$ cat src/rtl/atp_pkg.sv
// constants and types shared by the polarity and flag transmitter block
package atp_pkg;
    // register byte offsets on the apb bus
    localparam logic [7:0] CTRL_OFS = 8'h00;
    localparam logic [7:0] BAUD_CTRL_OFS = 8'h04;
    localparam logic [7:0] DIV_OFS = 8'h08;
    localparam logic [7:0] HOLD_OFS = 8'h0C;
    localparam logic [7:0] FLAG_OFS = 8'h10;
    localparam logic [7:0] IEN_OFS = 8'h14;
    localparam logic [7:0] EVT_OFS = 8'h18;
    localparam logic [7:0] MASK_OFS = 8'h1C;
    // field positions
    localparam int CTRL_EN_BIT = 0;
    localparam int CTRL_SYNC_BIT = 1;
    localparam int CTRL_NINE_BIT = 2;
    localparam int POL_BIT = 0;
    localparam int FLAG_BIT = 0;
    localparam int BUSY_BIT = 1;
    localparam int FULL_BIT = 2;
    localparam int IEN_BIT = 0;
    localparam int EVT_DONE_BIT = 0;
    localparam int EVT_EMPTY_BIT = 1;
    // widths
    localparam int CTRL_W = 3;
    localparam int DIV_W = 16;
    localparam int DATA_W = 9;
    localparam int EVT_W = 2;
    localparam int CNT_W = 4;
    // reset values
    localparam logic [CTRL_W-1:0] CTRL_RST = 3'h0;
    localparam logic [DIV_W-1:0] DIV_RST = 16'h00D8;
    localparam logic [DATA_W-1:0] HOLD_RST = 9'h000;
    localparam logic [EVT_W-1:0] EVT_RST = 2'h0;
    // bits left after the start bit: data plus one stop bit
    localparam logic [CNT_W-1:0] REM8_BITS = 4'h9;
    localparam logic [CNT_W-1:0] REM9_BITS = 4'hA;
    // cycles from a buffer change to a valid flag
    localparam int FLAG_DELAY_CYC = 2;
    // shifter state
    typedef enum logic {ST_IDLE, ST_SHIFT} atp_tx_state_t;
endpackage : atp_pkg

$ cat src/rtl/atp_baud_gen.sv
// bit period tick generator for the transmitter
`timescale 1ns/1ps
module atp_baud_gen (
    input wire logic pclk,
    input wire logic presetn,
    input wire logic run,
    input wire logic restart,
    input wire logic [atp_pkg::DIV_W-1:0] div,
    output logic tick
);
    import atp_pkg::*;

    logic [DIV_W-1:0] cnt_reg;
    logic [DIV_W-1:0] cnt_next;

    // restart aligns the first bit period with the start bit
    always_comb
    begin
        tick = run && (cnt_reg == div);
        if (restart || !run || tick)
            cnt_next = '0;
        else
            cnt_next = cnt_reg + 1'b1;
    end

    always_ff @(posedge pclk or negedge presetn)
    begin
        if (!presetn)
            cnt_reg <= '0;
        else
            cnt_reg <= cnt_next;
    end
endmodule : atp_baud_gen

$ cat src/rtl/atp_tx_shifter.sv
// transmit shift register sending one framed character
`timescale 1ns/1ps
module atp_tx_shifter (
    input wire logic pclk,
    input wire logic presetn,
    input wire logic load,
    input wire logic [atp_pkg::DATA_W-1:0] data,
    input wire logic nine,
    input wire logic tick,
    output logic line_raw,
    output logic busy,
    output logic done
);
    import atp_pkg::*;

    atp_tx_state_t state_reg;
    atp_tx_state_t state_next;
    logic [DATA_W:0] sh_reg;
    logic [DATA_W:0] sh_next;
    logic [CNT_W-1:0] cnt_reg;
    logic [CNT_W-1:0] cnt_next;
    logic line_reg;
    logic line_next;

    // frame sequencing, one bit per tick
    always_comb
    begin
        state_next = state_reg;
        sh_next = sh_reg;
        cnt_next = cnt_reg;
        line_next = line_reg;
        done = 1'b0;
        unique case (state_reg)
            ST_IDLE:
            begin
                line_next = 1'b1;
                if (load)
                begin
                    line_next = 1'b0;
                    // unused ninth bit acts as the stop mark in 8 bit mode
                    sh_next = {1'b1, nine ? data[8] : 1'b1, data[7:0]};
                    cnt_next = nine ? REM9_BITS : REM8_BITS;
                    state_next = ST_SHIFT;
                end
            end
            ST_SHIFT:
            begin
                if (tick)
                begin
                    if (cnt_reg == '0)
                    begin
                        // stop bit done, line rests at mark
                        line_next = 1'b1;
                        done = 1'b1;
                        state_next = ST_IDLE;
                    end
                    else
                    begin
                        line_next = sh_reg[0];
                        sh_next = {1'b1, sh_reg[DATA_W:1]};
                        cnt_next = cnt_reg - 1'b1;
                    end
                end
            end
        endcase
    end

    always_ff @(posedge pclk or negedge presetn)
    begin
        if (!presetn)
        begin
            state_reg <= ST_IDLE;
            sh_reg <= '1;
            cnt_reg <= '0;
            line_reg <= 1'b1;
        end
        else
        begin
            state_reg <= state_next;
            sh_reg <= sh_next;
            cnt_reg <= cnt_next;
            line_reg <= line_next;
        end
    end

    // helper: first data bit expected after each start bit
    logic first_pend_reg;
    logic first_pend_next;
    logic exp_lsb_reg;
    logic exp_lsb_next;
    always_comb
    begin
        first_pend_next = first_pend_reg;
        exp_lsb_next = exp_lsb_reg;
        if (load)
        begin
            first_pend_next = 1'b1;
            exp_lsb_next = data[0];
        end
        else if (tick)
            first_pend_next = 1'b0;
    end

    always_ff @(posedge pclk or negedge presetn)
    begin
        if (!presetn)
        begin
            first_pend_reg <= 1'b0;
            exp_lsb_reg <= 1'b0;
        end
        else
        begin
            first_pend_reg <= first_pend_next;
            exp_lsb_reg <= exp_lsb_next;
        end
    end

    assign line_raw = line_reg;
    assign busy = (state_reg == ST_SHIFT);
endmodule : atp_tx_shifter

$ cat src/rtl/atp_tx_top.sv
// apb transmitter with output polarity control and buffer-empty flag
// Behaviour
// - polarity bit resets zero, line high-true
// - polarity bit one inverts idle and data
// - inversion applies in asynchronous mode only
// - flag set when enabled and buffer empty
// - flag clear only when disabled or character queued
// - flag valid three cycles after buffer write
// - flag read-only, writes ignored
// - flag interrupt needs enable; flag sets regardless
// - start bit, eight/nine data, stop bit
// - data bits least significant first
// - queued character waits for previous stop bit
// - enabling transmitter sets the flag
`timescale 1ns/1ps
module atp_tx_top (
    input wire logic pclk,
    input wire logic presetn,
    input wire logic psel,
    input wire logic penable,
    input wire logic pwrite,
    input wire logic [7:0] paddr,
    input wire logic [31:0] pwdata,
    output logic [31:0] prdata,
    output logic pready,
    output logic pslverr,
    output logic tx_line,
    output logic irq
);
    import atp_pkg::*;

    logic [CTRL_W-1:0] ctrl_reg;
    logic [CTRL_W-1:0] ctrl_next;
    logic tx_polarity_invert_reg;
    logic tx_polarity_invert_next;
    logic [DIV_W-1:0] div_reg;
    logic [DIV_W-1:0] div_next;
    logic [DATA_W-1:0] tx_holding_buffer_reg;
    logic [DATA_W-1:0] tx_holding_buffer_next;
    logic hold_full_reg;
    logic hold_full_next;
    logic tx_interrupt_enable_reg;
    logic tx_interrupt_enable_next;
    logic [EVT_W-1:0] evt_reg;
    logic [EVT_W-1:0] evt_next;
    logic [EVT_W-1:0] mask_reg;
    logic [EVT_W-1:0] mask_next;
    logic cond_d1_reg;
    logic cond_d1_next;
    logic tx_buffer_empty_flag_reg;
    logic tx_buffer_empty_flag_next;
    logic tx_line_reg;
    logic tx_line_next;
    logic [31:0] prdata_reg;
    logic [31:0] prdata_next;
    logic acc;
    logic wr;
    logic rd_setup;
    logic hit;
    logic en;
    logic sync_mode;
    logic tx_run;
    logic load;
    logic busy;
    logic done;
    logic line_raw;
    logic tick;
    logic empty_cond;

    // apb decode; every register answers without wait states
    assign acc = psel && penable;
    assign wr = acc && pwrite;
    assign rd_setup = psel && !penable && !pwrite;
    always_comb
    begin
        unique case (paddr)
            CTRL_OFS, BAUD_CTRL_OFS, DIV_OFS, HOLD_OFS,
            FLAG_OFS, IEN_OFS, EVT_OFS, MASK_OFS: hit = 1'b1;
            default: hit = 1'b0;
        endcase
    end
    assign pready = 1'b1;
    assign pslverr = acc && !hit;

    assign en = ctrl_reg[CTRL_EN_BIT];
    assign sync_mode = ctrl_reg[CTRL_SYNC_BIT];
    // clocked mode is not built here, so the async engine loads no new character in it; a frame under way still finishes
    assign tx_run = en && !sync_mode;
    // queued character moves only once shifter is free
    assign load = tx_run && hold_full_reg && !busy;

    // software-written control registers
    always_comb
    begin
        ctrl_next = ctrl_reg;
        tx_polarity_invert_next = tx_polarity_invert_reg;
        div_next = div_reg;
        tx_interrupt_enable_next = tx_interrupt_enable_reg;
        mask_next = mask_reg;
        if (wr)
        begin
            unique case (paddr)
                CTRL_OFS: ctrl_next = pwdata[CTRL_W-1:0];
                BAUD_CTRL_OFS: tx_polarity_invert_next = pwdata[POL_BIT];
                DIV_OFS: div_next = pwdata[DIV_W-1:0];
                IEN_OFS: tx_interrupt_enable_next = pwdata[IEN_BIT];
                MASK_OFS: mask_next = pwdata[EVT_W-1:0];
                default: ;
            endcase
        end
    end

    always_ff @(posedge pclk or negedge presetn)
    begin
        if (!presetn)
        begin
            ctrl_reg <= CTRL_RST;
            tx_polarity_invert_reg <= 1'b0;
            div_reg <= DIV_RST;
            tx_interrupt_enable_reg <= 1'b0;
            mask_reg <= EVT_RST;
        end
        else
        begin
            ctrl_reg <= ctrl_next;
            tx_polarity_invert_reg <= tx_polarity_invert_next;
            div_reg <= div_next;
            tx_interrupt_enable_reg <= tx_interrupt_enable_next;
            mask_reg <= mask_next;
        end
    end

    // holding buffer; a write in the load cycle stays queued behind it
    always_comb
    begin
        tx_holding_buffer_next = tx_holding_buffer_reg;
        hold_full_next = hold_full_reg;
        if (load)
            hold_full_next = 1'b0;
        if (!en)
            hold_full_next = 1'b0;
        if (wr && paddr == HOLD_OFS)
        begin
            tx_holding_buffer_next = pwdata[DATA_W-1:0];
            hold_full_next = 1'b1;
        end
    end

    always_ff @(posedge pclk or negedge presetn)
    begin
        if (!presetn)
        begin
            tx_holding_buffer_reg <= HOLD_RST;
            hold_full_reg <= 1'b0;
        end
        else
        begin
            tx_holding_buffer_reg <= tx_holding_buffer_next;
            hold_full_reg <= hold_full_next;
        end
    end

    // flag follows enable and buffer state only
    assign empty_cond = en && !hold_full_reg;
    // two-stage delay, so an early poll sees the old value
    // no bus term reaches the flag
    always_comb
    begin
        cond_d1_next = empty_cond;
        tx_buffer_empty_flag_next = cond_d1_reg;
    end

    always_ff @(posedge pclk or negedge presetn)
    begin
        if (!presetn)
        begin
            cond_d1_reg <= 1'b0;
            tx_buffer_empty_flag_reg <= 1'b0;
        end
        else
        begin
            cond_d1_reg <= cond_d1_next;
            tx_buffer_empty_flag_reg <= tx_buffer_empty_flag_next;
        end
    end

    // sticky events, write one to clear; a new event beats the clear
    always_comb
    begin
        evt_next = evt_reg;
        if (wr && paddr == EVT_OFS)
            evt_next = evt_reg & ~pwdata[EVT_W-1:0];
        if (done)
            evt_next[EVT_DONE_BIT] = 1'b1;
        if (cond_d1_reg && !tx_buffer_empty_flag_reg)
            evt_next[EVT_EMPTY_BIT] = 1'b1;
    end

    always_ff @(posedge pclk or negedge presetn)
    begin
        if (!presetn)
            evt_reg <= EVT_RST;
        else
            evt_reg <= evt_next;
    end

    // flag raises the request only through its enable
    assign irq = (|(evt_reg & mask_reg))
        || (tx_buffer_empty_flag_reg && tx_interrupt_enable_reg);

    atp_baud_gen u_baud (
        .pclk(pclk),
        .presetn(presetn),
        .run(busy),
        .restart(load),
        .div(div_reg),
        .tick(tick)
    );

    atp_tx_shifter u_shift (
        .pclk(pclk),
        .presetn(presetn),
        .load(load),
        .data(tx_holding_buffer_reg),
        .nine(ctrl_reg[CTRL_NINE_BIT]),
        .tick(tick),
        .line_raw(line_raw),
        .busy(busy),
        .done(done)
    );

    // whole frame inverted, asynchronous mode only
    always_comb
    begin
        if (tx_polarity_invert_reg && !sync_mode)
            tx_line_next = !line_raw;
        else
            tx_line_next = line_raw;
    end

    always_ff @(posedge pclk or negedge presetn)
    begin
        if (!presetn)
            tx_line_reg <= 1'b1;
        else
            tx_line_reg <= tx_line_next;
    end
    assign tx_line = tx_line_reg;

    // read data registered in the setup cycle, valid in the access cycle
    always_comb
    begin
        prdata_next = 32'h00000000;
        if (rd_setup)
        begin
            unique case (paddr)
                CTRL_OFS: prdata_next[CTRL_W-1:0] = ctrl_reg;
                BAUD_CTRL_OFS: prdata_next[POL_BIT] = tx_polarity_invert_reg;
                DIV_OFS: prdata_next[DIV_W-1:0] = div_reg;
                HOLD_OFS: prdata_next[DATA_W-1:0] = tx_holding_buffer_reg;
                FLAG_OFS:
                begin
                    prdata_next[FLAG_BIT] = tx_buffer_empty_flag_reg;
                    prdata_next[BUSY_BIT] = busy;
                    prdata_next[FULL_BIT] = hold_full_reg;
                end
                IEN_OFS: prdata_next[IEN_BIT] = tx_interrupt_enable_reg;
                EVT_OFS: prdata_next[EVT_W-1:0] = evt_reg;
                MASK_OFS: prdata_next[EVT_W-1:0] = mask_reg;
                default: ;
            endcase
        end
    end

    always_ff @(posedge pclk or negedge presetn)
    begin
        if (!presetn)
            prdata_reg <= 32'h00000000;
        else
            prdata_reg <= prdata_next;
    end
    assign prdata = prdata_reg;
endmodule : atp_tx_top

$ cat config.mk
export PLATFORM = sky130hd
export DESIGN_NAME = atp_tx_top
export DESIGN_NICKNAME = d
export VERILOG_FILES = /design/src/rtl/atp_pkg.sv /design/src/rtl/atp_baud_gen.sv /design/src/rtl/atp_tx_shifter.sv /design/src/rtl/atp_tx_top.sv
export SDC_FILE = /design/constraint.sdc
export NUM_CORES = 1
export LEC_CHECK = 0
export BUFFER_PORTS_ARGS = -buffer_cell sky130_fd_sc_hd__buf_2
export CAP_MARGIN = 20
export CORE_MARGIN = 1.5
export CORE_UTILIZATION = 35
export CTS_BUF_LIST = sky130_fd_sc_hd__clkbuf_16
export DETAILED_ROUTE_END_ITERATION = 8
export PLACE_DENSITY = 0.66
export RECOVER_POWER = 25
export SLEW_MARGIN = 15
export SYNTH_ARGS = -nofsm -noshare
export SYNTH_HDL_FRONTEND = slang
export SYNTH_SLANG_ARGS = --single-unit
$ cat constraint.sdc
create_clock -name pclk -period 4.05 [get_ports pclk]
set_input_delay 0.81 -clock pclk [delete_from_list [all_inputs] [get_ports pclk]]
set_output_delay 0.81 -clock pclk [all_outputs]
set_load 0.01 [all_outputs]
==> flow_metrics.tcl <==
set metrics [dict create \
    outcome "complete, but fails checks" \
    failed_checks "capacitance limit, slew limit" \
    synth-xor-area-share_pct 6.608 \
    worstSetupEndpointType "async pin" \
    synth-edff-count 0 \
    p_leak_uw 0.002284 \
    async_flop_share_pct 100.0 \
    io_pins 81 \
    gp_congestion 0.8300 \
    start_util_pct 35.99 \
    required_ps 4210 \
    critPathKind "primary input to async pin" \
    crit_arrival_ps 2920 \
    drtAntennaViolNets 0 \
    antenna_found_initial 0 \
    ys_warn_count 0 \
    clock_skew_ps 8.851 \
    final_cell_mix "dfrtp_1, mux2_2, buf_2" \
    crit_family "buffers and inverters" \
    path_buf_inv 2 \
    die_area_um2 12400 \
    synthToLayoutAreaGrowth_pct 14.07 \
    cts_buffers 9 \
    fin_setup_tns_ps 0 \
    drt_iter0_markers 176 \
    grtUsageMet2_pct 20.57 \
    fmax_ghz 0.3622 \
    drive_gt1_share_pct 33.17 \
    rsz0062_at_grt "false" \
    cts_tree "done" \
    die_h_um 111.4 \
    power_uw 1791 \
    wirelength_mm 8.189 \
    grt_max_degree 86 \
    clkLatencyLatePin_ps 330 \
    cts_root_buf "clkbuf_16" \
    portBuffers 47 \
    maxSlewViolCount 66 \
    maxCapViolCount 1 \
    die_w_um 111.4 \
    ys.flop_type "dfrtp_1" \
    synth_compound_area_share_pct 4.294 \
    hold_buffers 0 \
    synthesis.area_um2 4109 \
    final_nets 449 \
    synth_cell_types 49 \
    synth_mux_area_share_pct 16.69 \
    syn_area_per_cell_um2 11.48 \
    track_usage_pct 13.66 \
    cts_setup_buffers 0 \
    gr-usage-met3_pct 3.811 \
    power_density_nw_per_um2 382.2 \
    worst_pin_slew_ps 1573 \
    dr.pass1.iters 4 \
    synthSimpleGateAreaFrac_pct 14.19 \
    dp_hpwl_mm 5.721 \
    startpoint_type "primary input" \
    numClockSinks 85 \
    synth_seq_cells 85 \
    core_area_um2 11420 \
    post-route-period-util_pct 68.17 \
    finalHoldViolCount 0 \
    htree_levels 3 \
    final_common_cell "dfrtp_1" \
    fin_crit_ps 2761 \
    drc 0 \
    setup_viol 0 \
    clk_path_buf_depth 2 \
    r2r_start "u_baud.cnt_reg[6]" \
    clk_pin_slew_worst_paths_ps 60 \
    holdCritPathClass "register to register" \
    ys_seq_area_share_pct 52.22 \
    maxSlewHeadroom_pct -4.871 \
    grt_pass1_wl_mm 13.60 \
    ir_worst_vdd_mv 0.2135 \
    synthAdderAreaFrac_pct 0.6090 \
    fin_util_pct 41.05 \
    ctsResizeCount 0 \
    synth_top_family_by_area "multiplexers" \
    grt_pass1_vias 2672 \
    synthCells 358 \
    insertedDiodeCount 0 \
    cp_slowest_cell "clkbuf_2" \
    grt.busiest_layer "met2" \
    via_count 2692 \
    viasPerCell 4.895 \
    path_cells "clkbuf_1 -> clkbuf_2" \
    rows 39 \
    grt_use_met1_pct 19.63 \
    min_from "cond_d1_reg" \
    critPathLaunch "presetn" \
    cp_max_fo 65 \
    grt-ovfl-total 0 \
    critPathMaxStageDelay_ps 1300 \
    wl_per_cell_um 14.89 \
]
power breakdown:
part	internal, µW	switching [µW]	leakage (µW)
combinational	35.7	60.0	0.00101
sequential	864	14.4	0.00113
clock	480	338	0.000147
total	1380	412	0.00228
path summary, 6_finish.rpt:
path / to / slack (ps) / cells after the start
setup reg to reg: u_shift.line_raw / 1680 / 5
hold / removal: tx_buffer_empty_flag_reg / 380 / 0
setup / recovery: prdata[5] / 1290 / 2
min in group asynchronous: div_reg[12] / 650 / 1
hold reg to reg: tx_buffer_empty_flag_reg / 380 / 0
max in group pclk: pslverr / 1550 / 5
final cells by class:
cell class                 instances  area (µm²)
inverter                           5       18.77
clock buffer                       9       225.2
timing repair buffer              48       239.0
tap                              143       178.9
fill                            1104        6731
multi-input combinational        253        1805
sequential                        85        2146
clock inverter                     7       73.82
Yosys cell counts (all sizes together) (2+ instances only):
cell | n | area [µm²]
nor4 | 6 | 37.54
nand2b | 3 | 18.77
a21oi | 6 | 41.29
or2 | 2 | 12.51
buf | 23 | 168.9
nor2b | 4 | 25.02
and3 | 3 | 20.02
o22ai | 2 | 12.51
nor3 | 6 | 30.03
conb | 2 | 7.510
ha | 2 | 25.02
o21a | 2 | 15.01
mux2i | 10 | 100.1
nand3 | 11 | 55.05
and2 | 8 | 50.05
clkbuf | 7 | 26.28
dfstp | 15 | 394.1
nand3b | 2 | 15.01
nand2 | 22 | 82.58
mux2 | 50 | 563.0
xor2 | 23 | 201.4
o21ai | 4 | 20.02
dfrtp | 70 | 1752
nor2 | 39 | 148.9
nor3b | 2 | 15.01
xnor2 | 8 | 70.07
nand4 | 7 | 50.05
inv | 5 | 18.77
cell families (layout without fill, tap and decap cells):
logic type / Yosys count / in the layout
other: 2 / 17
muxes: 61 / 61
DFF: 85 / 85
and+or+nand+nor: 118 / 118
xor gates and xnor gates: 31 / 31
AOI/OAI and AO/OA: 24 / 24
adders and majority gates: 2 / 2
buffers and inverters: 35 / 69
layer usage:
| layer | wire length, µm | vias up |
|---|---|---|
| li1 | - | 1283 |
| met1 | 4048 | 1324 |
| met2 | 3684 | 81 |
| met3 | 410 | 4 |
| met4 | 44 | 0 |
| met5 | 0 | - |
stage by stage:
| step | worst slack [ps] | instances | hold slack (ps) | cell area, µm² |
|---|---|---|---|---|
| 5_1_grt | 830.3 | 550 | 387.1 | 4687 |
| 2_1_floorplan | 1759 | 373 | 354.8 | 4165 |
| 3_3_place_gp | 1297 | 533 | 359.1 | 4387 |
| 4_1_cts | 1564 | 549 | 383.7 | 4686 |
| 3_5_place_dp | 1259 | 533 | 369.4 | 4387 |
| 6_report | 1289 | 550 | 384.7 | 4687 |
(Power assumes the default switching activity.)
